## src/design/xrs_pkg.sv

```systemverilog
// Package: constants and carrier types for the transceiver reset sequencer
package xrs_pkg;

    // ------------------------------------------------------------------
    // Register map (byte addresses, one 32-bit word each)
    // ------------------------------------------------------------------
    localparam int          ADDR_W       = 4;
    localparam int          DATA_W       = 32;
    localparam logic [3:0]  REG_RECFG    = 4'h0;  // Reconfig kind and go
    localparam logic [3:0]  REG_STATUS   = 4'h4;  // Live indications
    localparam logic [3:0]  REG_TOGGLES  = 4'h8;  // Phy-done toggle count

    // Reconfig register fields
    localparam int          KIND_LSB     = 0;
    localparam int          KIND_W       = 3;
    localparam int          GO_BIT       = 8;
    localparam logic [2:0]  KIND_RESET   = 3'h0;

    // Status register fields
    localparam int          ST_PLL_LOCK  = 0;
    localparam int          ST_BUSY      = 1;
    localparam int          ST_CDR_LOCK  = 2;
    localparam int          ST_CFG_DONE  = 3;
    localparam int          ST_SCAN_BUSY = 4;
    localparam int          ST_PHY_DONE  = 5;
    localparam int          ST_ASLEEP    = 6;

    localparam int          TOG_W        = 8;

    // ------------------------------------------------------------------
    // Timing: times in ns, counts derived from the clock period
    // ------------------------------------------------------------------
    localparam int unsigned CLK_PERIOD_NS = 10;
    localparam int unsigned OCAL_TIME_NS  = 20000;
    localparam int unsigned RECFG_TIME_NS = 1000;
    localparam int unsigned PLL_LOCK_NS   = 10000;
    localparam int unsigned CDR_LOCK_NS   = 5000;
    localparam int unsigned SCAN_BITS     = 144;   // One bit per cycle
    localparam int unsigned OCAL_CYC  =
        (OCAL_TIME_NS + CLK_PERIOD_NS - 1) / CLK_PERIOD_NS;
    localparam int unsigned RECFG_CYC =
        (RECFG_TIME_NS + CLK_PERIOD_NS - 1) / CLK_PERIOD_NS;
    localparam int unsigned PLL_CYC   =
        (PLL_LOCK_NS + CLK_PERIOD_NS - 1) / CLK_PERIOD_NS;
    localparam int unsigned CDR_CYC   =
        (CDR_LOCK_NS + CLK_PERIOD_NS - 1) / CLK_PERIOD_NS;
    localparam int unsigned SCAN_CYC  = SCAN_BITS;
    localparam int          TMR_W     = 16;

    // Timer slots
    localparam int T_OCAL  = 0;
    localparam int T_RECFG = 1;
    localparam int T_SCAN  = 2;
    localparam int T_PLL   = 3;
    localparam int T_CDR   = 4;
    localparam int NUM_T   = 5;

    // ------------------------------------------------------------------
    // Types
    // ------------------------------------------------------------------
    typedef enum logic [1:0] {
        XRS_OCAL  = 2'b00,
        XRS_IDLE  = 2'b01,
        XRS_RECFG = 2'b10
    } xrs_eng_e;

    typedef struct packed {
        logic [ADDR_W-1:0] addr;
        logic [DATA_W-1:0] wdata;
        logic              wr;
        logic              rd;
    } xrs_bus_req_s;

    typedef struct packed {
        logic txpll;
        logic tx_logic;
        logic rx_analog;
        logic rx_logic;
    } xrs_rst_s;

    typedef struct packed {
        logic txpll_lock_ind;
        logic busy;
        logic cdr_data_lock;
        logic chan_cfg_done;
        logic scan_chain_done;
        logic phy_done_ind;
        logic powered_down;
    } xrs_ind_s;

endpackage : xrs_pkg

```

## src/design/xrs_seq.sv

```systemverilog
// Module: transceiver-side model of reset, lock and reconfig indications
//
// Our own choices: the address-and-strobe port and the register addresses.
module xrs_seq #(
    parameter int unsigned OCAL_CYC  = xrs_pkg::OCAL_CYC,   // Offset cancel
    parameter int unsigned RECFG_CYC = xrs_pkg::RECFG_CYC,  // Channel reconfig
    parameter int unsigned SCAN_CYC  = xrs_pkg::SCAN_CYC,   // Scan shift
    parameter int unsigned PLL_CYC   = xrs_pkg::PLL_CYC,    // PLL lock time
    parameter int unsigned CDR_CYC   = xrs_pkg::CDR_CYC     // CDR lock time
) (
    input  wire logic                 ref_clk,          // Core clock
    input  wire logic                 rst_n,            // Async reset, low
    input  wire logic                 ce,               // Clock enable
    input  wire xrs_pkg::xrs_bus_req_s bus_req,         // Register request
    output logic [xrs_pkg::DATA_W-1:0] bus_rdata,       // Read data, next cycle
    input  wire xrs_pkg::xrs_rst_s    rst_in,           // Resets from fabric
    input  wire logic                 pll_cfg_apply,    // Apply from PLL cfg
    input  wire logic                 xcvr_block_sleep, // Block power down
    input  wire logic                 rx_sig_present,   // Serial data pin
    output xrs_pkg::xrs_ind_s         ind,              // Status indications
    output logic [xrs_pkg::KIND_W-1:0] reconfig_kind_sel // Selected kind
);

    // ------------------------------------------------------------------
    // State
    // ------------------------------------------------------------------
    typedef struct packed {
        xrs_pkg::xrs_eng_e              eng;
        logic                           busy;
        logic                           cfg_done;
        logic                           scan_busy;
        logic                           scan_done;
        logic                           pll_lock;
        logic                           cdr_lock;
        logic                           phy_done;
        logic                           asleep;
        logic                           rxl_q;
        logic                           apply_q;
        logic                           sig_s1;
        logic                           sig_s2;
        logic [xrs_pkg::KIND_W-1:0]     kind;
        logic [xrs_pkg::TOG_W-1:0]      toggles;
        logic [xrs_pkg::DATA_W-1:0]     rdata;
    } xrs_state_s;

    xrs_state_s r_reg;
    xrs_state_s r_next;

    logic [xrs_pkg::NUM_T-1:0] t_run;
    logic [xrs_pkg::NUM_T-1:0] t_done;

    localparam int unsigned LIM [xrs_pkg::NUM_T] =
        '{OCAL_CYC, RECFG_CYC, SCAN_CYC, PLL_CYC, CDR_CYC};

    // ------------------------------------------------------------------
    // Decode helpers
    // ------------------------------------------------------------------
    // Write hit on one register word
    function automatic logic wr_hit(input xrs_pkg::xrs_bus_req_s q,
                                    input logic [xrs_pkg::ADDR_W-1:0] a);
        wr_hit = q.wr && (q.addr == a);
    endfunction

    // Read hit on one register word
    function automatic logic rd_hit(input xrs_pkg::xrs_bus_req_s q,
                                    input logic [xrs_pkg::ADDR_W-1:0] a);
        rd_hit = q.rd && (q.addr == a);
    endfunction

    // ------------------------------------------------------------------
    // Timers, one per timed activity
    // ------------------------------------------------------------------
    genvar gi;
    generate
        for (gi = 0; gi < xrs_pkg::NUM_T; gi++) begin : g_tmr
            xrs_timer #(
                .LIMIT (LIM[gi]),
                .W     (xrs_pkg::TMR_W)
            ) u_tmr (
                .ref_clk (ref_clk),
                .rst_n   (rst_n),
                .ce      (ce),
                .run     (t_run[gi]),
                .done    (t_done[gi])
            );
        end
    endgenerate

    // Run conditions; sleep stops every analog activity
    always_comb begin
        t_run          = '0;
        t_run[xrs_pkg::T_OCAL]  = (r_reg.eng == xrs_pkg::XRS_OCAL)
                                  && !xcvr_block_sleep;
        t_run[xrs_pkg::T_RECFG] = (r_reg.eng == xrs_pkg::XRS_RECFG);
        t_run[xrs_pkg::T_SCAN]  = r_reg.scan_busy;
        t_run[xrs_pkg::T_PLL]   = !rst_in.txpll
                                  && !xcvr_block_sleep;
        t_run[xrs_pkg::T_CDR]   = r_reg.pll_lock && !rst_in.rx_analog
                                  && r_reg.sig_s2
                                  && !xcvr_block_sleep;
    end

    // ------------------------------------------------------------------
    // Next-state logic
    // ------------------------------------------------------------------
    logic go;
    logic apply_rise;

    always_comb begin
        r_next     = r_reg;
        go         = wr_hit(bus_req, xrs_pkg::REG_RECFG)
                     && bus_req.wdata[xrs_pkg::GO_BIT];
        apply_rise = pll_cfg_apply && !r_reg.apply_q;

        // Data pin is asynchronous: two flops before anything looks at it
        r_next.sig_s1  = rx_sig_present;
        r_next.sig_s2  = r_reg.sig_s1;
        r_next.rxl_q   = rst_in.rx_logic;
        r_next.apply_q = pll_cfg_apply;
        r_next.asleep  = xcvr_block_sleep;

        // Kind field follows a write to the reconfig word unless a reconfig is running
        if (wr_hit(bus_req, xrs_pkg::REG_RECFG) &&
            (r_reg.eng != xrs_pkg::XRS_RECFG)) begin
            r_next.kind = bus_req.wdata[xrs_pkg::KIND_LSB +:
                                        xrs_pkg::KIND_W];
        end

        // Reconfig engine; go is ignored while already busy
        case (r_reg.eng)
            xrs_pkg::XRS_OCAL: begin
                if (t_done[xrs_pkg::T_OCAL]) begin
                    r_next.eng = xrs_pkg::XRS_IDLE;
                end
            end
            xrs_pkg::XRS_IDLE: begin
                if (go && !xcvr_block_sleep) begin
                    r_next.eng      = xrs_pkg::XRS_RECFG;
                    r_next.cfg_done = 1'b0;
                end
            end
            xrs_pkg::XRS_RECFG: begin
                if (t_done[xrs_pkg::T_RECFG]) begin
                    r_next.eng      = xrs_pkg::XRS_IDLE;
                    r_next.cfg_done = 1'b1;
                end
            end
            default: begin
                r_next.eng = xrs_pkg::XRS_IDLE;
            end
        endcase
        r_next.busy = (r_next.eng != xrs_pkg::XRS_IDLE);

        // Scan shift: done is a one-cycle pulse at the end
        r_next.scan_done = 1'b0;
        if (r_reg.scan_busy && t_done[xrs_pkg::T_SCAN]) begin
            r_next.scan_busy = 1'b0;
            r_next.scan_done = 1'b1;
        end else if (apply_rise && !xcvr_block_sleep) begin
            r_next.scan_busy = 1'b1;
        end

        // Lock indications, dropped by reset or sleep via the run terms
        r_next.pll_lock = t_done[xrs_pkg::T_PLL];
        r_next.cdr_lock = t_done[xrs_pkg::T_CDR];

        // Each release of receive logic reset outside sleep flips the status level
        if (r_reg.rxl_q && !rst_in.rx_logic && !xcvr_block_sleep) begin
            r_next.phy_done = ~r_reg.phy_done;
            r_next.toggles  = r_reg.toggles + xrs_pkg::TOG_W'(1);
        end

        // Read data stands only in the cycle after the strobe
        r_next.rdata = '0;
        if (rd_hit(bus_req, xrs_pkg::REG_RECFG)) begin
            r_next.rdata[xrs_pkg::KIND_LSB +: xrs_pkg::KIND_W] = r_reg.kind;
            r_next.rdata[xrs_pkg::GO_BIT] = r_reg.busy;
        end else if (rd_hit(bus_req, xrs_pkg::REG_STATUS)) begin
            r_next.rdata[xrs_pkg::ST_PLL_LOCK]  = r_reg.pll_lock;
            r_next.rdata[xrs_pkg::ST_BUSY]      = r_reg.busy;
            r_next.rdata[xrs_pkg::ST_CDR_LOCK]  = r_reg.cdr_lock;
            r_next.rdata[xrs_pkg::ST_CFG_DONE]  = r_reg.cfg_done;
            r_next.rdata[xrs_pkg::ST_SCAN_BUSY] = r_reg.scan_busy;
            r_next.rdata[xrs_pkg::ST_PHY_DONE]  = r_reg.phy_done;
            r_next.rdata[xrs_pkg::ST_ASLEEP]    = r_reg.asleep;
        end else if (rd_hit(bus_req, xrs_pkg::REG_TOGGLES)) begin
            r_next.rdata[xrs_pkg::TOG_W-1:0] = r_reg.toggles;
        end
    end

    // ------------------------------------------------------------------
    // Registers
    // ------------------------------------------------------------------
    // Busy comes up high: offset cancellation runs from power up
    always_ff @(posedge ref_clk or negedge rst_n) begin
        if (!rst_n) begin
            r_reg      <= '0;
            r_reg.eng  <= xrs_pkg::XRS_OCAL;
            r_reg.busy <= 1'b1;
            r_reg.kind <= xrs_pkg::KIND_RESET;
        end else if (ce) begin
            r_reg <= r_next;
        end
    end

    // ------------------------------------------------------------------
    // Outputs, all straight from flops
    // ------------------------------------------------------------------
    assign bus_rdata             = r_reg.rdata;
    assign reconfig_kind_sel     = r_reg.kind;
    // One driver for the whole indication struct
    assign ind = '{
        txpll_lock_ind:  r_reg.pll_lock,
        busy:            r_reg.busy,
        cdr_data_lock:   r_reg.cdr_lock,
        chan_cfg_done:   r_reg.cfg_done,
        scan_chain_done: r_reg.scan_done,
        phy_done_ind:    r_reg.phy_done,
        powered_down:    r_reg.asleep
    };

endmodule // xrs_seq

```

## src/design/xrs_timer.sv

```systemverilog
// Module: run-length timer that flags a fixed number of running cycles
module xrs_timer #(
    parameter int unsigned LIMIT = 1,   // Cycles of run before done
    parameter int          W     = 16   // Counter width
) (
    input  wire logic ref_clk,          // Core clock
    input  wire logic rst_n,            // Async reset, active low
    input  wire logic ce,               // Clock enable
    input  wire logic run,              // Count while high, clear when low
    output logic      done              // High once LIMIT cycles have run
);

    localparam logic [W-1:0] LIM_M1 = W'(LIMIT - 1);

    typedef struct packed {
        logic [W-1:0] cnt;
        logic         done;
    } xrs_tmr_s;

    xrs_tmr_s r_reg;
    xrs_tmr_s r_next;

    // ------------------------------------------------------------------
    // Next state
    // ------------------------------------------------------------------
    // Counter saturates so done holds for as long as run stays high
    always_comb begin
        r_next = r_reg;
        if (!run) begin
            r_next.cnt  = '0;
            r_next.done = 1'b0;
        end else if (!r_reg.done) begin
            r_next.cnt  = r_reg.cnt + W'(1);
            r_next.done = (r_reg.cnt == LIM_M1);
        end
    end

    // Registers
    always_ff @(posedge ref_clk or negedge rst_n) begin
        if (!rst_n) begin
            r_reg <= '0;
        end else if (ce) begin
            r_reg <= r_next;
        end
    end

    assign done = r_reg.done;

endmodule // xrs_timer

```

## config.mk

```make
export PLATFORM = sky130hd
export DESIGN_NAME = xrs_seq
export DESIGN_NICKNAME = d
export VERILOG_FILES = /design/src/design/xrs_pkg.sv /design/src/design/xrs_seq.sv /design/src/design/xrs_timer.sv
export SDC_FILE = /design/constraint.sdc
export NUM_CORES = 1
export LEC_CHECK = 0
export BUFFER_PORTS_ARGS = -buffer_cell sky130_fd_sc_hd__buf_2
export CORE_ASPECT_RATIO = 0.9
export CORE_MARGIN = 2
export CORE_UTILIZATION = 49
export DETAILED_ROUTE_END_ITERATION = 8
export PLACE_DENSITY = 0.68
export SYNTH_ARGS = -nofsm -noshare
export SYNTH_HDL_FRONTEND = slang
export SYNTH_HIERARCHICAL = 1
export SYNTH_SLANG_ARGS = --single-unit
export TNS_END_PERCENT = 10
```

## constraint.sdc

```tcl
create_clock -name ref_clk -period 3.2 [get_ports ref_clk]
set_input_delay 0.32 -clock ref_clk [delete_from_list [all_inputs] [get_ports ref_clk]]
set_output_delay 0.32 -clock ref_clk [all_outputs]
set_load 0.005 [all_outputs]
```

## Yosys cells after proc, flatten, opt, wreduce, memory -nomap -nowiden

Cells that the tools add are included.

- Shifts and indexed selects: 0
- Reductions and logical operators: 35
- Muxes and demuxes: 26
- Equality and inequality tests: 18
- Order comparisons: 0
- Divide/modulo/power cells: 0
- Bitwise logic cells: 1
- Multiply operators: 0
- $add $sub $neg: 6

Operators with widths:

| kind | number |
|---|---|
| 2-to-1 mux 17 bit | 10 |
| adder 16 x 1 -> 16 bit, second input constant | 5 |
| logical AND 1 bit | 17 |
| equality test 16 x 10 -> 1 bit, second input constant | 1 |
| equality test 16 x 11 -> 1 bit, second input constant | 1 |
| equality test 16 x 7 -> 1 bit, second input constant | 1 |
| equality test 16 x 8 -> 1 bit, second input constant | 1 |
| equality test 16 x 9 -> 1 bit, second input constant | 1 |
| inequality test 2 bit, second input constant | 8 |
| AND reduction 2 bit | 8 |
| adder 8 x 1 -> 8 bit, second input constant | 1 |
| 2-to-1 mux 8 bit | 1 |
| 2-to-1 mux 1 bit | 7 |
| 2-to-1 mux 7 bit | 1 |
| 2-to-1 mux 2 bit | 3 |
| case mux 2 bit (3 select lines) | 1 |
| logical NOT 1 bit | 5 |
| 2-to-1 mux 5 bit | 1 |
| equality test 4 x 3 -> 1 bit, second input constant | 1 |
| equality test 4 bit, second input constant | 1 |
| logical NOT 4 bit | 1 |
| AND reduction 4 bit | 1 |
| nonzero test 2 bit | 2 |
| 2-to-1 mux 3 bit | 1 |
| 6 further kinds | 6 |

- Output and inout port bits: 42
- Memories: 0
- Word-level logic and storage cells: 112
- ROM bits: 0
- Bits in latches: 0
- Register bits after elaboration: 119
- Bits in writable memories: 0
- Input port bits: 48

## Depth between registers and ports, before layout

Gate-level depths: netlist of the first run.

- Depth in word-level cells: 7
- Gate-level depth with buffers: 8
- Gate-level depth less buffers: 7

## By module

The synthesis of the first run kept the hierarchy.

By module, submodules not included:

| module | sequential area each (um2) | area each (um2) | cells each | instances |
|---|---|---|---|---|
| xrs_seq | 852.1 | 1,980.6 | 189 | 1 |
| xrs_timer at g_tmr[1].u_tmr | 425.4 | 1,052.3 | 119 | 1 |
| xrs_timer at g_tmr[4].u_tmr | 425.4 | 1,028.5 | 110 | 1 |
| xrs_timer at g_tmr[3].u_tmr | 425.4 | 1,007.2 | 118 | 1 |
| xrs_timer at g_tmr[2].u_tmr | 425.4 | 996.0 | 109 | 1 |
| xrs_timer at g_tmr[0].u_tmr | 425.4 | 978.4 | 111 | 1 |

## Least setup slack after synthesis of the first run

OpenSTA, ideal clock, no wires.

- Path kind: reg2reg
- From: register r_reg[55] (netlist name)
- To: register g_tmr[0].u_tmr/r_reg[4] (netlist bit)
- Data required time: 3.123 ns
- Stages on the path, launching flop included: 9
- Path buffers: 1
- Setup time: 0.077 ns
- Period minus slack after synthesis: 1.754 ns
- Arrival: 1.677 ns
- Slack: 1.446 ns
- Path through: dfrtp_1 -> inv_1 -> ha_1 -> and2b_2 -> buf_2 -> nand2_1 -> nand2_1 -> or3_1 -> a21oi_1

RTL lines:

| item | RTL line | RTL |
|---|---|---|
| to (signal assigned) | xrs_timer.sv:43 | `r_reg <= r_next;` |
| to (decl) | xrs_timer.sv:20 | `xrs_tmr_s r_reg;` |

==> results by group, run 1 <==
Status
  • Status: finished with violations
  • Failing checks: negative hold slack

Setup path
  • Worst Setup End Kind: register
  • CP peak stage delay: roughly 0.56 ns
  • CP Cell Sequence: inv_1 > ha_1 > nand2_1 > or4_1 > nand3_1
  • Slowest cell on crit path: or4_1
  • CP max FO: 16
  • Critical path type: register to register
  • Critical Path Start Type: register
  • Arr. time, crit path: between 2 and 3 ns
  • Worst EP required: 3.55 ns

Layout
  • Layout area overhead: 9.38%
  • Final Util: 54.8%
  • Ant diodes: 0
  • Layout cells sized above 1: 14.2%
  • Max reg flops: 80
  • Layout Nets: a little over 800
  • Fin area: 0.00770 mm^2

Logic synthesis
  • Synth top area share: approximately two fifths
  • Synth area leaders: dfrtp_1 42%, buf_4 4.6%, o21ai_0 3.3%
  • Synth async-reset ratio: 100%
  • Synth Register Bits: 119
  • Post-Syn Area: 0.00704 mm^2
  • Syn. warnings: 6
  • Ys flop type: dfrtp_1
  • Post-synthesis sequential area ratio: between 40% and 50%
  • Syn_area_per_cell: 9.32 um^2
  • Most area-hungry cell type in the Yosys netlist: dfrtp_1
  • Number of library cell types mapped by synthesis: 77
  • Post-synth EDFFs: 0
  • Syn Inst Count: 756

CTS
  • CTS tree: yes
  • H-tree levels: 4
  • Root cell of the clock tree: clkbuf_16
  • Num CTS Buffers: 17
  • Clk slew on worst S/H paths: 0.05 ns
  • Worst skew pair latency: 0.42 ns
  • CTS resizes: 0
  • Max clock buf depth: 2
  • Postcts setup bufs: 0
  • # clock sinks: 119
  • Hold-fix buffers, CTS: 0

Drt
  • DRC: 0
  • Wirelength per Cell: 16.2 um
  • Final ANT Viol Nets: 0
  • Initial drt markers: 616
  • DR pass1 iterations: 5
  • Via density per instance: 6.05
  • Total Wirelength: between 15 and 20 mm
  • DR vias: 5841

Global routing
  • Largest net degree at the start of global routing: 89
  • Total congestion overflow: 0
  • Initial antenna violation count: 0
  • First-pass GRT wire length: 26.2 mm
  • Vias in the first global route: 5360
  • Total GRT Usage: 21.3%

Power and ir drop
  • Int Pwr: roughly 3.1 mW
  • Reg power frac: 41.9%
  • Comb pwr share: 12.3%
  • Switching portion of total power: 26.1%
  • Worst VDD drop: 392 uV
  • Leakage: 3.37 nW
  • NetSw: 1.08 mW
  • P per Cell Area: 540 mW/mm^2
  • Clock power share: 45.8%

Floorplanning
  • Initial Util: 50.1%
  • I/O pin total: 90
  • Die ar.: 0.0153 mm^2
  • Row count: 41
  • Die height: 118 um
  • Die X-Extent: 130 um
  • Core Region: ~0.014 mm^2

Placed design
  • Gp weighted congestion: approximately 0.92
  • Placed Instance Area: about 0.0071 mm^2
  • IO Port Bufs: 37
  • DPL Wire Length: between 10 and 15 mm

Timing
  • # setup viols final: 0
  • Slew Limit Fails: 0
  • Slew at the pin closest to its max-slew limit: 0.814 ns
  • Tcrit/Tclk final: 69.3%
  • Slew margin rel.: 45.7%
  • Max Clock Skew: 0.0110 ns
  • Final Hold Viols: 5
  • Unrepaired setup endpoints after global routing: false
  • Tmin final: between 2 and 2.5 ns
  • Setup TNS: 0 ns
  • Fmax: around 0.45 GHz
  • Worst Hold Margin: -0.0244 ns

Hold path
  • Hold WC Path Type: primary input to async pin

Job
  • Max-capacitance violation count: 0
## routing by layer
metal | global-route usage (%) | routed length [um] | vias up
met1 | 29.3 | 7240 | 2849
met5 | 0 | 0 | -
li1 | - | - | 2790
met3 | 5.59 | 828 | 21
met4 | 7.31 | 242 | 0
met2 | 32.5 | 7360 | 181
## worst max-delay path, delay by kind of cell, from the launching register on
kind	cells	cell delay, ns
buffers and inverters	1	0.14
adders and majority gates	1	0.55
DFF	1	0.41
and+or+nand+nor	3	1.07
## area by class of cell
type | instances | area (um^2)
inverters | 37 | 139
multi-input cells | 544 | 3520
clock buffers | 22 | 464
repair buffers | 42 | 238
clock inverters | 9 | 125
flip-flops and latches | 119 | 2980
fillers | 1258 | 6350
well taps | 193 | 241
## path summary, 6_finish.rpt
check | from | endpoint | slack [ns] | cells past startpoint
worst max-delay path | r_reg[55]$_DFFE_PN0P_ | g_tmr[1].u_tmr/r_reg[9]$_DFFE_PN0P_ | 0.98 | 5
worst min register to register | bus_rdata[8]$_DFFE_PN0P_ | bus_rdata[8]$_DFFE_PN0P_ | 0.49 | 2
worst max register to register | r_reg[55]$_DFFE_PN0P_ | g_tmr[1].u_tmr/r_reg[9]$_DFFE_PN0P_ | 0.98 | 5
min in group ref_clk | bus_req[4] | reconfig_kind_sel[2]$_DFFE_PN0P_ | 0.14 | 2
worst min-delay path | rst_n | g_tmr[3].u_tmr/r_reg[8]$_DFFE_PN0P_ | -0.02 | 1
max in group asynchronous | rst_n | ind[5]$_DFFE_PN1P_ | 2.36 | 2
## power groups by stage
| stage | logic, mW | registers (mW) | clock network (mW) |
|---|---|---|---|
| after floorplan | 0.412 | 1.72 | 0 |
| after global placement | 0.487 | 1.76 | 0 |
| after detailed placement | 0.506 | 1.76 | 0 |
| after CTS | 0.513 | 1.74 | 1.94 |
| after global routing | 0.582 | 1.76 | 2.01 |
| final | 0.510 | 1.74 | 1.91 |
## cells in the mapped netlist (all sizes together), types with 9 or more instances
cell type / count
o31ai: 16
a21o: 9
and4: 9
clkbuf: 23
buf: 55
o22ai: 11
nor2: 36
nand2: 63
nor4: 25
nor2b: 10
o21ai: 49
ha: 10
nand4: 22
inv: 36
a21oi: 31
dfrtp: 118
or4: 12
o211ai: 10
nand3: 43
mux2: 11
nor3: 13
a22o: 14
a31oi: 13
## kinds of logic after synthesis
group           after synthesis  share of synthesized area (%)
other cells                   1                         0.0532
fa+ha+maj                    10                           1.78
xor+xnor                      9                           1.12
simple gates                290                           24.7
buf+inv                     115                           8.94
mux                          17                           2.61
flops                       119                           42.3
compound gates              195                           18.5
## stage by stage
step,total power [mW],setup slack [ns],instances
2_1_floorplan,2.14,1.45,778
3_3_place_gp,2.24,1.03,935
3_5_place_dp,2.27,0.997,935
4_1_cts,4.20,0.953,966
5_1_grt,4.36,0.826,966
6_report,4.16,0.982,966
## layout by cell type (no fill, tap or decap), types with 5 or more instances in the layout
master / n
dfrtp_1: 118
nand2_1: 60
o21ai_0: 47
nand3_1: 40
inv_1: 36
nor2_1: 36
buf_2: 36
a21oi_1: 31
nor4_1: 24
conb_1: 23
nand4_1: 19
clkbuf_16: 17
o31ai_1: 16
nor3_1: 13
a22o_1: 13
a31oi_1: 13
mux2_2: 11
o22ai_1: 11
nor2b_1: 10
ha_1: 10
or4_1: 10
o211ai_1: 10
a21o_1: 9
nand2b_1: 8
a41oi_1: 8
and4b_1: 7
or3_1: 7
xnor2_1: 6
mux2i_1: 6
and4_1: 6
and3_1: 5
a22oi_1: 5
buf_4: 5
Note: power is estimated with default switching activity, not from simulation.
==> run 2, diff against run 1 <==
==> constraint.sdc (replaced) <==
create_clock -name ref_clk -period 2.25 [get_ports ref_clk]
set_input_delay 0.225 -clock ref_clk [delete_from_list [all_inputs] [get_ports ref_clk]]
set_output_delay 0.225 -clock ref_clk [all_outputs]
set_load 0.005 [all_outputs]
==> run 2 against run 1 <==
  * Global-route usage increased by 0.21 points
  * Register-to-register slack worse by 0.66 ns
  * Critical path type unchanged
  * Sequential cell count is the same
  * Clock-buffer cell count down 2
  * Cell area rose by 0.96%
  * Maximum frequency up 15%
  * Non-clock buffer count is 9 higher
  * Clock power grew 40%
  * The flow now finishes without violations
  * Clock skew increased by 0.00078 ns
  * Via count grew 1.7%
  * Sequential share of layout area fell by 0.37 points
  * Hold slack gained 0.076 ns
==> results by group, run 2 (same netlist as run 1, synthesis figures left out) <==
Floorplanning
  • Die ar.: 0.0153 mm^2 (unchanged)
  • Die height: 118 um (unchanged)
  • Initial Util: 50.1% (unchanged)
  • Core Region: 0.0141 mm^2 (unchanged)
  • I/O pin total: 90 (unchanged)
  • Die X-Extent: 130 um (unchanged)
  • Row count: 41 (unchanged)

Setup path
  • Slowest cell on crit path: or4_4
  • Critical Path Start Type: register
  • Critical path type: register to register
  • CP max FO: 7 (-9)
  • Worst EP required: 2.54 ns (-1.01 ns)
  • CP startpoint: g_tmr[1].u_tmr/r_reg[1]$_DFFE_PN0P_
  • Worst Setup End Kind: register
  • Arr. time, crit path: 2.23 ns (-0.34 ns)
  • Critical path buffer and inverter count: 1 (unchanged)
  • Top Family by Delay on Critical Path: simple AND/OR/NAND/NOR gates
  • Worst reg2reg path startpoint: g_tmr[1].u_tmr/r_reg[1]$_DFFE_PN0P_
  • CP Cell Sequence: ha_1 > inv_1 > or4_4 > and3_4 > a211o_1
  • CP peak stage delay: 0.54 ns (-0.02 ns)

Power and ir drop
  • Leakage: 3.41 nW (+1.1%)
  • Worst VDD drop: 566 uV (+44%)
  • P per Cell Area: 758 mW/mm^2 (+40%)
  • Total Power: 5.90 mW (+42%)

Timing
  • Unrepaired setup endpoints after global routing: false
  • Max Clock Skew: 0.0118 ns (+0.000777 ns)
  • Final Hold Viols: 0 (-5)
  • Fmax: 0.518 GHz (+15%)
  • Worst Hold Margin: 0.0517 ns (+0.0760 ns)
  • Slew at the pin closest to its max-slew limit: 0.576 ns (-0.239 ns)
  • Tmin final: 1.93 ns (-0.288 ns)
  • Slew Limit Fails: 0 (unchanged)
  • Final setup margin: 0.319 ns (-0.662 ns)
  • # setup viols final: 0 (unchanged)
  • Slew margin rel.: 61.3% (+16 points)
  • Tcrit/Tclk final: 85.8% (+16 points)
  • Setup TNS: 0 ns (unchanged)

Drt
  • Final ANT Viol Nets: 0 (unchanged)
  • DR vias: 5941 (+1.7%)
  • Initial drt markers: 572 (-7.1%)
  • DR pass1 iterations: 5 (unchanged)
  • Wirelength per Cell: 16.4 um (+0.96%)
  • Metal3 WL: 779 um (-5.9%)
  • Total Wirelength: 16.0 mm (+2.0%)
  • Metal-1 WL: 7.52 mm (+3.8%)
  • Highest routed metal layer: met4
  • Met2 WL: 7.57 mm (+2.8%)
  • Via density per instance: 6.09 (+0.67%)
  • DRC: 0 (unchanged)

Layout
  • Ant diodes: 0 (unchanged)
  • Fin area: 0.00778 mm^2 (+0.96%)
  • Layout cells sized above 1: 15.6% (+1.4 points)
  • Most frequent cells in the layout: 118 x dfrtp_1, 60 x nand2_1, 47 x o21ai_0
  • Layout area overhead: 10.4%
  • Layout Nets: 828 (+1.1%)
  • Most common cell after layout, fill and taps aside: dfrtp_1
  • Max reg flops: 80 (unchanged)

Job
  • Max-capacitance violation count: 0 (unchanged)

Global routing
  • Total GRT Usage: 21.5% (+0.21 points)
  • Initial antenna violation count: 0 (unchanged)
  • First-pass GRT wire length: 26.9 mm (+2.4%)
  • Largest net degree at the start of global routing: 44 (-51%)
  • Total congestion overflow: 0 (unchanged)
  • Vias in the first global route: 5569 (+3.9%)

CTS
  • Worst skew pair latency: 0.41 ns (about the same)
  • CTS resizes: 0 (unchanged)
  • Hold-fix buffers, CTS: 1 (+1)
  • Max clock buf depth: 2 (unchanged)
  • Num CTS Buffers: 17 (unchanged)
  • Root cell of the clock tree: clkbuf_16
  • # clock sinks: 119 (unchanged)
  • Clk slew on worst S/H paths: 0.06 ns (about the same)
  • CTS tree: yes
  • H-tree levels: 4 (unchanged)
  • Postcts setup bufs: 0 (unchanged)

Status
  • Status: complete, no violations

Placed design
  • DPL Wire Length: 11.1 mm (+5.3%)
  • Pre-CTS WS: 0.343 ns (-0.654 ns)
  • IO Port Bufs: 37 (unchanged)
  • Gp weighted congestion: 0.886 (-3.3%)
  • Placed Instance Area: 0.00717 mm^2 (+0.84%)

Hold path
  • Hold WC Path Type: primary input to register
  • Hold Crit Start: rx_sig_present
[run 2: final timing paths]
check | to | slack (ns) | cells after the start
max | g_tmr[1].u_tmr/r_reg[13]$_DFFE_PN0P_ | 0.32 | 5
min | r_next[43]$_DFFE_PN0P_ | 0.05 | 2
max reg2reg | g_tmr[1].u_tmr/r_reg[13]$_DFFE_PN0P_ | 0.32 | 5
min reg2reg | r_reg[39]$_DFFE_PN0P_ | 0.48 | 1
max in group asynchronous | g_tmr[1].u_tmr/r_reg[13]$_DFFE_PN0P_ | 1.09 | 3
min in group asynchronous | g_tmr[2].u_tmr/r_reg[2]$_DFFE_PN0P_ | 0.36 | 2
[run 2: power breakdown]
part,internal [mW],total (mW),switching [mW]
clock network,1.71,2.68,0.968
logic,0.312,0.747,0.435
registers,2.29,2.48,0.182
[run 2: metrics by stage]
step / instances / utilization [%]
6_report: 976 / 55.3
2_1_floorplan: 778 / -
5_1_grt: 976 / 55.3
4_1_cts: 976 / 55.3
3_3_place_gp: 943 / 51.0
3_5_place_dp: 943 / 51.0
[run 2: area by class of cell]
| cell class | instances | area (um^2) |
|---|---|---|
| fill | 1247 | 6280 |
| sequential | 119 | 2980 |
| inverter | 37 | 139 |
| clock buffer | 20 | 467 |
| multi-input combinational | 544 | 3520 |
| tap | 193 | 241 |
| timing repair buffer | 51 | 308 |
| clock inverter | 12 | 126 |
[run 2: routing by layer]
layer  global-route usage [%]  vias to the layer above
li1                         -                     2814
met1                     29.6                     2920
met2                     33.6                      189
met3                     5.41                       18
met4                     6.12                        0
met5                        0                        -
